## src/hdl/bps_pkg.sv

```systemverilog
// Shared constants, state codes and carrier structs of the beacon period slot manager
package bps_pkg;

	// Clock and slot timing
	localparam int CLK_NS   = 10;
	localparam int SLOT_NS  = 1000;
	localparam int BCN_NS   = 800;
	localparam int GUARD_NS = 20;
	localparam int SLOT_CYC = SLOT_NS / CLK_NS;
	localparam int BCN_CYC  = BCN_NS / CLK_NS;
	localparam int GRD2_CYC = (2 * GUARD_NS) / CLK_NS;

	// Widths
	localparam int CW       = 7;
	localparam int SW       = 8;
	localparam int IW       = 5;
	localparam int NSLOT    = 32;
	localparam int LOST_WIN = 4;

	typedef logic [CW-1:0]    bps_cyc_t;
	typedef logic [SW-1:0]    bps_slot_t;
	typedef logic [NSLOT-1:0] bps_vec_t;
	typedef logic [3:0]       bps_sf_t;

	localparam bps_cyc_t  CYC_LAST = bps_cyc_t'(SLOT_CYC - 1);
	localparam bps_cyc_t  BCN_LAST = bps_cyc_t'(BCN_CYC - 1);
	localparam bps_cyc_t  GRD_LO   = bps_cyc_t'(GRD2_CYC);
	localparam bps_cyc_t  GRD_HI   = bps_cyc_t'(SLOT_CYC - GRD2_CYC);

	// Beacon period geometry, in slots
	localparam bps_slot_t MAX_BP    = 8'h20;
	localparam bps_slot_t SIG_SLOTS = 8'h02;
	localparam bps_slot_t BP_EXT    = 8'h04;
	localparam bps_slot_t SF_LAST   = 8'hFF;
	localparam bps_slot_t SLOT_ONE  = 8'h01;

	// Superframe counts
	localparam bps_sf_t   LOST_AGE  = 4'h4;
	localparam bps_sf_t   DISC_LAT  = 4'h8;
	localparam bps_sf_t   NBR_DET   = 4'hF;
	localparam logic [1:0] SCAN_MIN   = 2'h1;
	localparam logic [1:0] SCAN_NOBCN = 2'h2;
	localparam logic [1:0] SCAN_EXTRA = 2'h3;

	typedef enum logic [1:0] {ST_IDLE, ST_SCAN, ST_BEACON, ST_SUSP} bps_state_t;

	typedef struct packed {
		logic      dev_b;
		logic      start_scan;
		logic      beam_busy;
		logic      peer_found;
		logic      peer_trains;
		logic      train_done;
		logic      power_save;
		logic      disc_chan;
		logic      disc_busy;
		logic      skip_now;
		logic      abs_grant;
		logic      move_req;
		bps_slot_t move_slot;
	} bps_cfg_t;

	typedef struct packed {
		logic      hdr;
		logic      fcs_ok;
		logic      aligned;
		logic      type_b;
		logic      preempt;
		logic      sig_slot;
		logic      busy_other;
		logic      occ_vld;
		logic      occ_bcst;
		bps_slot_t slot_num;
		bps_slot_t bp_len;
		bps_slot_t occ_slot;
	} bps_rx_t;

	typedef struct packed {
		logic      bp_start;
		logic      tx_start;
		logic      tx_on;
		logic      active;
		logic      bcn_ready;
		logic      dual;
		logic      created;
		logic      withheld;
		logic      relocate;
		logic      absence_req;
		logic      disc_late;
		logic      quiet;
		logic      sf_ex_en;
		logic      suspended;
		logic      lock;
		bps_slot_t my_slot;
		bps_slot_t bp_len;
		bps_slot_t slot_cnt;
	} bps_out_t;

endpackage

```

## src/hdl/bps_slot_hist.sv

```systemverilog
// Per-slot occupancy and monitoring history over the recent superframe window
`timescale 1ns/10ps
`default_nettype none
module bps_slot_hist
(
	// Clock and reset
	input  wire logic              ref_clk,
	input  wire logic              rst_n,
	// Observations of the running superframe
	input  wire logic              sf_end,
	input  wire bps_pkg::bps_vec_t occ_set,
	input  wire bps_pkg::bps_vec_t mon_set,
	// Window results and running superframe marks
	output var  bps_pkg::bps_vec_t unavail,
	output var  bps_pkg::bps_vec_t mon,
	output var  bps_pkg::bps_vec_t cur_occ,
	output var  bps_pkg::bps_vec_t cur_mon
);
	import bps_pkg::*;

	typedef struct packed {
		bps_vec_t                         cur_occ;
		bps_vec_t                         cur_mon;
		logic [LOST_WIN-1:0][NSLOT-1:0] occ_h;
		logic [LOST_WIN-1:0][NSLOT-1:0] mon_h;
	} bps_hist_st_t;

	bps_hist_st_t                     s_r;
	bps_hist_st_t                     s_nxt;
	logic [NSLOT-1:0][LOST_WIN-1:0] occ_col;
	logic [NSLOT-1:0][LOST_WIN-1:0] mon_col;

	always_comb
	begin
		s_nxt = s_r;
		s_nxt.cur_occ = s_r.cur_occ | occ_set;
		s_nxt.cur_mon = s_r.cur_mon | mon_set;
		if (sf_end)
		begin
			s_nxt.occ_h   = {s_r.occ_h[LOST_WIN-2:0], s_r.cur_occ | occ_set};
			s_nxt.mon_h   = {s_r.mon_h[LOST_WIN-2:0], s_r.cur_mon | mon_set};
			s_nxt.cur_occ = '0;
			s_nxt.cur_mon = '0;
		end
	end

	always_ff @(posedge ref_clk or negedge rst_n)
	begin
		if (!rst_n)
			s_r <= '0;
		else
			s_r <= s_nxt;
	end

	// Any superframe of the window marks the slot
	for (genvar i = 0; i < NSLOT; i++)
	begin : g_slot
		for (genvar w = 0; w < LOST_WIN; w++)
		begin : g_win
			assign occ_col[i][w] = s_r.occ_h[w][i];
			assign mon_col[i][w] = s_r.mon_h[w][i];
		end
		assign unavail[i] = |occ_col[i];
		assign mon[i]     = |mon_col[i];
	end

	assign cur_occ = s_r.cur_occ;
	assign cur_mon = s_r.cur_mon;
endmodule
`default_nettype wire

```

## src/hdl/bps_mgr.sv

```systemverilog
// Beacon period slot manager: scan, initial slot choice, beacon timing and BP length
`timescale 1ns/10ps
`default_nettype none
// Functional notes
// Type A Ready beacons wait for a found peer and finished antenna training.
// Type A scans one superframe before beaconing, two when no beacon arrives.
// Type A headers without a good checksum add one scan superframe.
// Type A hearing no headers creates a period, first slot after signalling.
// Type A hearing beacons joins just after the highest unavailable slot.
// Type A already beaconing requests relocation on misaligned beacons.
// Type A already beaconing adds a second beacon by the joining rule.
// Stay silent inside neighbours' announced periods heard in the recent window.
// Never move the beacon below the highest unavailable slot.
// Type A requests an absence period soon after it starts beaconing.
// Type B Ready beacons wait for a peer; same scan lengths apply.
// Type B on an idle channel creates a period and sends a dual-beacon.
// Type B hearing only Type B joins by extension, else withholds.
// Type B skipping hears other traffic and freezes its slots.
// No exchanges on a busy discovery channel; preemption suspends then restarts.
// Period has numbered slots, the first few for signalling, bounded length.
// Beacon starts exactly at slot start and ends within its airtime limit.
// Beacon is sent only when the chosen slot lies inside the period.
// A slot is unavailable when seen or reported occupied in the window.
// A slot is monitored on aligned, near-boundary or addressed reports.
// Announced length covers own, monitored and signalled slots.
// Announced length adds at most the extension, capped, none when power saving.
// Slot counter restarts each period; per-slot history kept over the window.
module bps_mgr
(
	// Clock and reset
	input  wire logic              ref_clk,
	input  wire logic              rst_n,
	// Controls from the upper MAC
	input  wire bps_pkg::bps_cfg_t cfg,
	// Receive events, one cycle each
	input  wire bps_pkg::bps_rx_t  rx,
	// Status and transmit timing
	output var  bps_pkg::bps_out_t st_out
);
	import bps_pkg::*;

	typedef struct packed {
		bps_state_t st;
		bps_cyc_t   cyc;
		bps_cyc_t   txc;
		logic [1:0] scan_sf;
		logic       hdr_seen;
		logic       ok_seen;
		logic       misalign;
		logic       foreign;
		bps_slot_t  nb_len;
		bps_sf_t    nb_age;
		bps_slot_t  sig_cur;
		bps_sf_t    lat;
		bps_sf_t    susp;
		bps_out_t   o;
	} bps_mgr_st_t;

	bps_mgr_st_t s_r;
	bps_mgr_st_t s_nxt;
	logic        sf_end;
	logic        in_bp;
	logic [1:0]  sfn;
	logic [1:0]  need;
	bps_slot_t   join_s;
	bps_slot_t   pick;
	bps_slot_t   hi_unav;
	bps_slot_t   req;
	bps_slot_t   ext;
	logic        fresh;
	bps_vec_t    occ_set;
	bps_vec_t    mon_set;
	bps_vec_t    unavail;
	bps_vec_t    mon;
	bps_vec_t    cur_occ;
	bps_vec_t    cur_mon;

	// Slot just past the highest marked one, zero when none
	function automatic bps_slot_t hi_next(input bps_vec_t v);
		hi_next = '0;
		for (int i = 0; i < NSLOT; i++)
			if (v[i])
				hi_next = bps_slot_t'(i + 1);
	endfunction

	function automatic bps_slot_t smax(input bps_slot_t a, input bps_slot_t b);
		smax = (a > b) ? a : b;
	endfunction

	bps_slot_hist bps_slot_hist_inst
	(
		.ref_clk (ref_clk),
		.rst_n   (rst_n),
		.sf_end  (sf_end),
		.occ_set (occ_set),
		.mon_set (mon_set),
		.unavail (unavail),
		.mon     (mon),
		.cur_occ (cur_occ),
		.cur_mon (cur_mon)
	);

	// Observations of the current slot
	always_comb
	begin
		sf_end  = (s_r.cyc == CYC_LAST) && (s_r.o.slot_cnt == SF_LAST);
		in_bp   = s_r.o.slot_cnt < MAX_BP;
		occ_set = '0;
		mon_set = '0;
		if (in_bp && rx.hdr)
			occ_set[s_r.o.slot_cnt[IW-1:0]] = 1'b1;
		if (rx.occ_vld && (rx.occ_slot < MAX_BP))
		begin
			occ_set[rx.occ_slot[IW-1:0]] = 1'b1;
			if (!rx.occ_bcst)
				mon_set[rx.occ_slot[IW-1:0]] = 1'b1;
		end
		if (in_bp && rx.fcs_ok && rx.aligned)
			mon_set[s_r.o.slot_cnt[IW-1:0]] = 1'b1;
		if (in_bp && rx.hdr && !rx.fcs_ok && ((s_r.cyc < GRD_LO) || (s_r.cyc >= GRD_HI)))
			mon_set[s_r.o.slot_cnt[IW-1:0]] = 1'b1;
	end

	// Slot choice and announced length
	always_comb
	begin
		hi_unav = hi_next(unavail | cur_occ);
		join_s  = (hi_unav < SIG_SLOTS) ? SIG_SLOTS : hi_unav;
		fresh   = !s_r.hdr_seen && (cfg.dev_b || !cfg.beam_busy);
		pick    = fresh ? SIG_SLOTS : join_s;
		sfn     = s_r.scan_sf + 2'h1;
		need    = s_r.ok_seen ? SCAN_MIN : (s_r.hdr_seen ? SCAN_EXTRA : SCAN_NOBCN);
		req     = smax(hi_next(mon | cur_mon), s_r.sig_cur);
		if (s_r.o.active)
			req = smax(req, s_r.o.my_slot + SLOT_ONE);
		if (req > MAX_BP)
			req = MAX_BP;
		ext = req + BP_EXT;
		if (ext > MAX_BP)
			ext = MAX_BP;
	end

	always_comb
	begin
		s_nxt = s_r;
		s_nxt.o.bp_start = 1'b0;
		s_nxt.o.tx_start = 1'b0;
		s_nxt.o.relocate = 1'b0;

		// Slot clock restarted at each period start
		if (s_r.cyc == CYC_LAST)
		begin
			s_nxt.cyc        = '0;
			s_nxt.o.slot_cnt = (s_r.o.slot_cnt == SF_LAST) ? '0 : s_r.o.slot_cnt + SLOT_ONE;
			s_nxt.o.bp_start = (s_nxt.o.slot_cnt == '0);
		end
		else
			s_nxt.cyc = s_r.cyc + 7'h01;

		s_nxt.o.sf_ex_en = !(cfg.disc_chan && cfg.disc_busy);

		// Neighbour period to keep quiet in
		if (rx.fcs_ok && rx.aligned && !rx.sig_slot
			&& ((rx.bp_len >= s_r.nb_len) || (s_r.nb_age >= LOST_AGE)))
		begin
			s_nxt.nb_len = (rx.bp_len > MAX_BP) ? MAX_BP : rx.bp_len;
			s_nxt.nb_age = '0;
		end
		else if (sf_end && (s_r.nb_age < LOST_AGE))
			s_nxt.nb_age = s_r.nb_age + 4'h1;

		// Slots named by signalling slot beacons
		if (rx.fcs_ok && rx.sig_slot)
			s_nxt.sig_cur = smax(s_r.sig_cur, rx.slot_num + SLOT_ONE);
		if (sf_end)
		begin
			s_nxt.o.bp_len = cfg.power_save ? req : ext;
			s_nxt.sig_cur  = '0;
		end

		unique case (s_r.st)
			ST_IDLE:
			begin
				if (cfg.start_scan && s_r.o.bp_start)
				begin
					s_nxt.st       = ST_SCAN;
					s_nxt.scan_sf  = '0;
					s_nxt.hdr_seen = 1'b0;
					s_nxt.ok_seen  = 1'b0;
					s_nxt.misalign = 1'b0;
					s_nxt.foreign  = 1'b0;
				end
			end
			ST_SCAN:
			begin
				if (rx.hdr)
					s_nxt.hdr_seen = 1'b1;
				if (rx.fcs_ok)
				begin
					s_nxt.ok_seen = 1'b1;
					if (!rx.aligned)
						s_nxt.misalign = 1'b1;
					if (rx.type_b != cfg.dev_b)
						s_nxt.foreign = 1'b1;
				end
				if (rx.preempt && cfg.disc_chan)
				begin
					s_nxt.st   = ST_SUSP;
					s_nxt.susp = '0;
				end
				else if (sf_end)
				begin
					if (sfn >= need)
					begin
						s_nxt.o.withheld = 1'b0;
						s_nxt.o.created  = 1'b0;
						if (!cfg.dev_b && cfg.beam_busy && s_r.misalign)
						begin
							s_nxt.o.relocate = 1'b1;
							s_nxt.st         = ST_IDLE;
						end
						else if (cfg.dev_b && s_r.hdr_seen && (s_r.foreign || !s_r.ok_seen))
						begin
							s_nxt.o.withheld = 1'b1;
							s_nxt.st         = ST_IDLE;
						end
						else if (pick < MAX_BP)
						begin
							s_nxt.st            = ST_BEACON;
							s_nxt.o.my_slot     = pick;
							s_nxt.o.created     = fresh;
							s_nxt.o.dual        = cfg.dev_b;
							s_nxt.o.absence_req = !cfg.dev_b;
							s_nxt.o.disc_late   = 1'b0;
							s_nxt.o.lock        = 1'b0;
							s_nxt.lat           = '0;
						end
						else
						begin
							s_nxt.o.withheld = 1'b1;
							s_nxt.st         = ST_IDLE;
						end
					end
					else
						s_nxt.scan_sf = sfn;
				end
			end
			ST_BEACON:
			begin
				if (rx.preempt && cfg.disc_chan)
				begin
					s_nxt.st   = ST_SUSP;
					s_nxt.susp = '0;
				end
				if (cfg.dev_b && cfg.skip_now && rx.busy_other)
					s_nxt.o.lock = 1'b1;
				if (cfg.move_req && !s_r.o.lock && (cfg.move_slot >= hi_unav)
					&& (cfg.move_slot >= SIG_SLOTS) && (cfg.move_slot < MAX_BP))
					s_nxt.o.my_slot = cfg.move_slot;
				if (cfg.abs_grant)
					s_nxt.o.absence_req = 1'b0;
				if (sf_end && (s_r.lat < DISC_LAT))
					s_nxt.lat = s_r.lat + 4'h1;
				if (s_r.o.absence_req && (s_r.lat >= DISC_LAT))
					s_nxt.o.disc_late = 1'b1;
			end
			ST_SUSP:
			begin
				if (sf_end)
				begin
					if (s_r.susp >= NBR_DET)
						s_nxt.st = ST_IDLE;
					else
						s_nxt.susp = s_r.susp + 4'h1;
				end
			end
		endcase

		if (s_nxt.st != ST_BEACON)
		begin
			s_nxt.o.absence_req = 1'b0;
			s_nxt.o.dual        = 1'b0;
		end
		s_nxt.o.active    = (s_nxt.st == ST_BEACON);
		s_nxt.o.suspended = (s_nxt.st == ST_SUSP);
		s_nxt.o.bcn_ready = s_nxt.o.active && cfg.peer_found
			&& (cfg.dev_b || !cfg.peer_trains || cfg.train_done);

		// Beacon airtime window
		if (s_r.o.tx_on)
		begin
			if (s_r.txc == BCN_LAST)
				s_nxt.o.tx_on = 1'b0;
			else
				s_nxt.txc = s_r.txc + 7'h01;
		end
		if (s_nxt.o.active && s_nxt.o.sf_ex_en && !cfg.skip_now && (s_nxt.cyc == '0)
			&& (s_nxt.o.slot_cnt == s_nxt.o.my_slot))
		begin
			s_nxt.o.tx_start = 1'b1;
			s_nxt.o.tx_on    = 1'b1;
			s_nxt.txc        = '0;
		end

		s_nxt.o.quiet = (s_nxt.nb_age < LOST_AGE) && (s_nxt.o.slot_cnt < s_nxt.nb_len)
			&& !(s_nxt.o.active && (s_nxt.o.slot_cnt == s_nxt.o.my_slot));
	end

	always_ff @(posedge ref_clk or negedge rst_n)
	begin
		if (!rst_n)
			s_r <= '0;
		else
			s_r <= s_nxt;
	end

	assign st_out = s_r.o;
endmodule
`default_nettype wire

```

## config.mk

```make
export PLATFORM = sky130hd
export DESIGN_NAME = bps_mgr
export DESIGN_NICKNAME = d
export VERILOG_FILES = /design/src/hdl/bps_pkg.sv /design/src/hdl/bps_slot_hist.sv /design/src/hdl/bps_mgr.sv
export SDC_FILE = /design/constraint.sdc
export NUM_CORES = 1
export LEC_CHECK = 0
export ABC_AREA = 0
export BUFFER_PORTS_ARGS = -buffer_cell sky130_fd_sc_hd__buf_2
export CORE_ASPECT_RATIO = 0.9
export CORE_MARGIN = 4
export CORE_UTILIZATION = 35
export DETAILED_ROUTE_END_ITERATION = 8
export GPL_TIMING_DRIVEN = 1
export PLACE_DENSITY = 0.48
export SLEW_MARGIN = 30
export SYNTH_ARGS = -nofsm -noshare
export SYNTH_HDL_FRONTEND = slang
export SYNTH_HIERARCHICAL = 1
export SYNTH_SLANG_ARGS = --single-unit
```

## constraint.sdc

```tcl
create_clock -name ref_clk -period 10.64 [get_ports ref_clk]
set_clock_uncertainty 0.1 [all_clocks]
set_input_delay 2.66 -clock ref_clk [delete_from_list [all_inputs] [get_ports ref_clk]]
set_output_delay 2.66 -clock ref_clk [all_outputs]
set_load 0.02 [all_outputs]
```

# Word level (Yosys, flattened, before mapping)
# Index checks and enable logic that the tools add are counted.
# totals
register_bits	409
latch_bits	0
ram_bits	0
rom_bits	0
inputBits	55
output_inout_bits	39
mem_count	0
# op_classes
add_sub_neg	10
multipliers	0
div	0
n_lt_le_gt_ge	28
n_eq_ne	41
shift	0
n_mux	161
bitwise_logic	8
reduce_logical	148
# ops
operator	count
$mux 8	78
$mux 320	1
$reduce_or 4->1	64
$or 32x32->32	7
$mux 32	6
$mux 9	6
$mux 4	13
$mux 2	20
$logic_and 1x1->1	39
$ne 2x2->1 const B	19
$lt 8x6->1 const B	4
$reduce_and 8->1	4
$mux 7	4
$add 8x1->8 const B	3
$gt 8x6->1 const B	3
$gt 8x8->1	3
$mux 6	4
$ne 3x3->1 const B	7
$mux 1	19
$pmux 9 s2	1
$reduce_bool 2->1	9
$ge 8x8->1	2
$pmux 4 s2	2
$reduce_and 4->1	4
other kinds (40)	74

# Depth between registers and ports, before layout
# logic_depth
word_depth	52
ltp_mapped	26
mapped_depth_nobuf	26

# Cells and area by module
# Netlist, hierarchy kept.
# modules_own_cells
module	instances	cells_each	area_each_um2	seq_area_each_um2
bps_slot_hist	1	875	12644.6	8007.7
bps_mgr	1	1058	8358.0	2227.1

# Worst setup path after synthesis
# No wires, ideal clock.
# synth_timing
kind	flip-flop to flip-flop
from	register bps_slot_hist_inst.s_r, in the netlist bps_slot_hist_inst/mon_col[41]
to	register s_r, in the netlist st_out[11]
arrival_ns	5.628
t_required_ns	10.410
setup_slack_ns	4.782
path_stages_with_launch	24
n_path_buf	0
synth_period_minus_slack_ns	5.858
cell_sequence	dfrtp_1 -> or4_1 -> or4_1 -> a211oi_1 -> o21ai_0 -> a22o_1 -> ha_1 -> nor2b_1 -> o31ai_1 -> a211oi_2 -> nor2_1 -> a21oi_1 -> inv_1 -> ha_1 -> a21o_1 -> nand2_1 -> o2111ai_1 -> nand2_1 -> mux2_2 -> a311oi_1 -> ha_1 -> or3_1 -> o21ai_0 -> a211oi_1
# synth_between
elab_chain_cells	35
# synth_rtl
item	line	source
start, declared	bps_slot_hist.sv:28	bps_hist_st_t s_r;
start signal, assigned	bps_slot_hist.sv:52	s_r <= s_nxt;
$reduce_or 4->1 *	bps_slot_hist.sv:64	assign mon[i] = |mon_col[i];
named net mon[10]	bps_mgr.sv:74	bps_vec_t mon;
$or 32x32->32 *	bps_mgr.sv:133	req = smax(hi_next(mon | cur_mon), s_r.sig_cur);
$mux 8 * (22 in a row)	bps_mgr.sv:82	if (v[i])
$gt 8x8->1	bps_mgr.sv:87	smax = (a > b) ? a : b;
$mux 8 *	bps_mgr.sv:87	
$gt 8x8->1	bps_mgr.sv:87	
$mux 8	bps_mgr.sv:87	
$mux 8 *	bps_mgr.sv:134	if (s_r.o.active)
$gt 8x6->1	bps_mgr.sv:136	if (req > MAX_BP)
$mux 8 *	bps_mgr.sv:136	
$add 8x3->8	bps_mgr.sv:138	ext = req + BP_EXT;
$gt 8x6->1	bps_mgr.sv:139	if (ext > MAX_BP)
$mux 8	bps_mgr.sv:139	
$mux 8 *	bps_mgr.sv:177	s_nxt.o.bp_len = cfg.power_save ? req : ext;
end signal, assigned	bps_mgr.sv:314	s_r <= s_nxt;
end, declared	bps_mgr.sv:59	bps_mgr_st_t s_r;
# The timed path passes the listed nets; every way through them passes the cells marked *.
# A chain may end at the register's enable or synchronous reset.

# Worst setup path after layout
# layout_timing
from	register bps_slot_hist_inst.s_r, in the netlist bps_slot_hist_inst/mon_col[17]
to	register s_r, in the netlist st_out[11]
# layout_between
elab_chain_cells	41
# layout_rtl
item	line
$reduce_or 4->1 *	bps_slot_hist.sv:64
named net mon[4]	bps_mgr.sv:74
$or 32x32->32 *	bps_mgr.sv:133
$mux 8 * (28 in a row)	bps_mgr.sv:82
$gt 8x8->1	bps_mgr.sv:87
$mux 8 *	bps_mgr.sv:87
$gt 8x8->1	bps_mgr.sv:87
$mux 8	bps_mgr.sv:87
$mux 8 *	bps_mgr.sv:134
$gt 8x6->1	bps_mgr.sv:136
$mux 8 *	bps_mgr.sv:136
$add 8x3->8	bps_mgr.sv:138
$gt 8x6->1	bps_mgr.sv:139
$mux 8	bps_mgr.sv:139
$mux 8 *	bps_mgr.sv:177
# Marked as above.

==> out/qor.txt <==
Simple-gate area share of the yosys netlist: 16.2%
Clock tree from TritonCTS: yes
Die height: 240 µm
Vias per cell: 5.27
Die area: 64000 µm²
Number of antenna violations at the first check in global routing: 4
Syn. warnings: 6
CTS sink count: 409
Status: finished clean
Worst Setup SP: bps_slot_hist_inst/mon_col[17]
Slowest stage delay, CP: 0.73 ns
Worst reg-to-reg setup slack: 3.57 ns
Syn Nets: 2053
Worst Reg-to-Reg Cells: 25
Worst setup path end: st_out[11]
Clock Latency Late Sink: 0.61 ns
Worst hold path type: flop to flop
Worst reg2reg startpoint: bps_slot_hist_inst/mon_col[17]
CP most frequent cell: ha_1
Combinational family with the most area after synthesis: simple AND/OR/NAND/NOR gates
Drt first pass iters: 5
Row cnt: 84
Root Buffer: clkbuf_16
Multiplexer area fraction after synthesis: 14.0%
Ys async rst share: 100%
Grt total ovfl: 0
Gpl congestion: 0.848
Seq/Total Area, Yosys: 48.7%
Final hold viol count: 0
Post-Place Cells: 2687
Max Cap Violations: 0
Peak supply drop: 0.000107 V
Synth Cell Area: 21000 µm²
Final Net Count: 2082
Crit path time final: 7.07 ns
Post_cts resized: 0
Vias: 14611
Post-CTS Repair Setup Buffers: 0
Boundary Pins: 94
Req. time, crit path: 11.02 ns
Area Growth Syn to Fin: 11.4%
RSZ-0062 raised after global routing: no
Worst-Margin Slew: 1.04 ns
Nature of the critical path endpoint: flop
Compound-cell area share of the yosys netlist: 10.6%
Layout filler cell count: 5668
Final Non-Filler Cells: 2773
Die span in x: 266 µm
Crit Path Category: flop to flop
FF+latch count, synth: 409
Core Footprint: 59000 µm²
Vias in the first global route: 14525
Wire per inst: 18.7 µm
Final Cell Area: 23400 µm²
1st-iter DRT viols: 933
H-tree Lvls: 2
Endpoints failing setup: 0
I/O Buffers: 93
Max clock buf depth: 3
Cell Pwr Density: 155 nW/µm²
LEAKAGE: 0.0106 µW
Total CTS buffers: 47
Initial Utilization: 35.6%
Post-DP Area: 21700 µm²
Period Utilization, post-route: 66.4%
Adder-cell share of the synthesized area: 3.87%
Drt total wl: 51800 µm
Startpoint types: flop
N_diodes: 0
Synth Flop Type: dfrtp_1
Final Power: 3630 µW
Max-slew headroom: 30.8%
Post-route antenna net violation count: 0
Number of synthesized flops with an enable pin: 0
Syn Area/Cell: 10.9 µm²
Reg2reg end: st_out[11]
Post-layout util: 39.7%
Fraction of layout instances using a drive strength above 1: 20.7%
# hold bufs at CTS: 0
Max Fclk: 142 MHz
Mapped Cells: 1933
CTS clk-pin slew, worst paths: 0.06 ns
Fin Setup TNS: 0 ns
Worst Path Max Fanout: 10
First-pass GRT wire length: 82700 µm
Final slew viol count: 0
Detailed Place HPWL: 36800 µm
Residual DRC: 0
Worst path slowest cell: a311oi_1
Post-Synth XOR/XNOR Area: 1.38%
Pin count of the biggest net entering global routing: 121
GRT Total Usage: 16.1%
Yosys cell types: 82
Arr. time, crit path: 7.44 ns
==> through the flow <==
step	worst slack [ns]	hold WS (ns)
6_report	3.57	0.382
3_3_place_gp	3.81	0.367
3_5_place_dp	3.65	0.378
5_1_grt	3.06	0.408
2_1_floorplan	4.78	0.347
4_1_cts	3.64	0.393
==> critical path: cells and delay by family, from the launching register on <==
family                     cells  cell delay [ns]
DFF                            1             0.38
buffers and inverters          2             0.19
muxes                          1             0.34
adders and majority gates      3             1.03
AOI/OAI and AO/OA             12             3.15
and+or+nand+nor                7             1.78
==> cell type report <==
class | instances | area [µm²] | area share [%]
flip-flops and latches | 409 | 10200 | 43.7
multi-input cells | 1333 | 9690 | 41.4
clock buffers | 69 | 1430 | 6.11
well taps | 774 | 968 | 4.14
repair buffers | 105 | 589 | 2.52
inverters | 66 | 255 | 1.09
clock inverters | 17 | 239 | 1.02
==> per-layer routing <==
metal,up-vias,track usage (%),part of all wire [%]
met5,-,0,0.066
met2,304,24.4,44
met3,90,3.79,5.4
li1,7001,-,-
met4,6,4.45,2.4
met1,7210,23.2,48
==> logic make-up after synthesis <==
kind of cell	count (synthesis)
DFF	409
AOI/OAI and AO/OA	344
muxes	211
xor gates and xnor gates	33
buffers and inverters	191
and+or+nand+nor	680
adders and majority gates	65
==> state kept, by name, indices dropped and copies added, names as in the netlist <==
register,count
bps_slot_hist_inst/mon_col,128
st_out,39
bps_slot_hist_inst/cur_occ,32
bps_slot_hist_inst/occ_col,128
bps_slot_hist_inst/cur_mon,32
s_r,50
==> synth_stat cells (all sizes together) (31+ instances only) <==
master	instances	area share (%)
or4	79	2.8
inv	64	1.1
a21oi	109	2.6
mux2	198	13
nor2	300	5.4
buf	96	3.5
ha	65	3.9
nor3	31	0.79
o22ai	62	1.8
o21ai	45	1.1
nor4	32	0.98
nand2	90	1.6
nand3	49	1.2
dfrtp	409	49
==> worst min path at each step <==
| stage | depth (start not counted) | start | endpoint | slack (ns) |
|---|---|---|---|---|
| 2_1_floorplan | 2 | st_out[9] | st_out[9] | 0.35 |
| 3_3_place_gp | 1 | st_out[15] | st_out[15] | 0.37 |
| 3_5_place_dp | 1 | st_out[14] | st_out[14] | 0.38 |
| 4_1_cts | 1 | st_out[14] | st_out[14] | 0.39 |
| 5_1_grt | 1 | st_out[15] | st_out[15] | 0.41 |
| 6_report | 1 | st_out[14] | st_out[14] | 0.38 |
==> placed cells by master (no fill, tap or decap), drive strengths merged, types with 5 or more instances in the layout <==
master and instances:
o21a 12, or4 79, buf 105, o31a 5, o22ai 62, or2 8, ha 65, and3 10
o31ai 9, nor2b 8, nand3b 8, xor2 14, nor3 31, clkbuf 69, or3 9, dfrtp 409
inv 66, mux2 198, a211oi 19, clkinv 12, o21ai 45, and4 7, mux2i 13, and2 13
o211ai 9, a21oi 109, a31oi 11, nand2b 12, a21o 9, nand4 11, nor4 32, nand3 49
nand2 90, nor2 300, xnor2 19
==> power breakdown <==
group	switching [µW]	leakage (µW)	internal, µW
clock	684	0.000824	1030
combinational	177	0.00450	110
sequential	35.4	0.00523	1590
(Power assumes the default switching activity.)
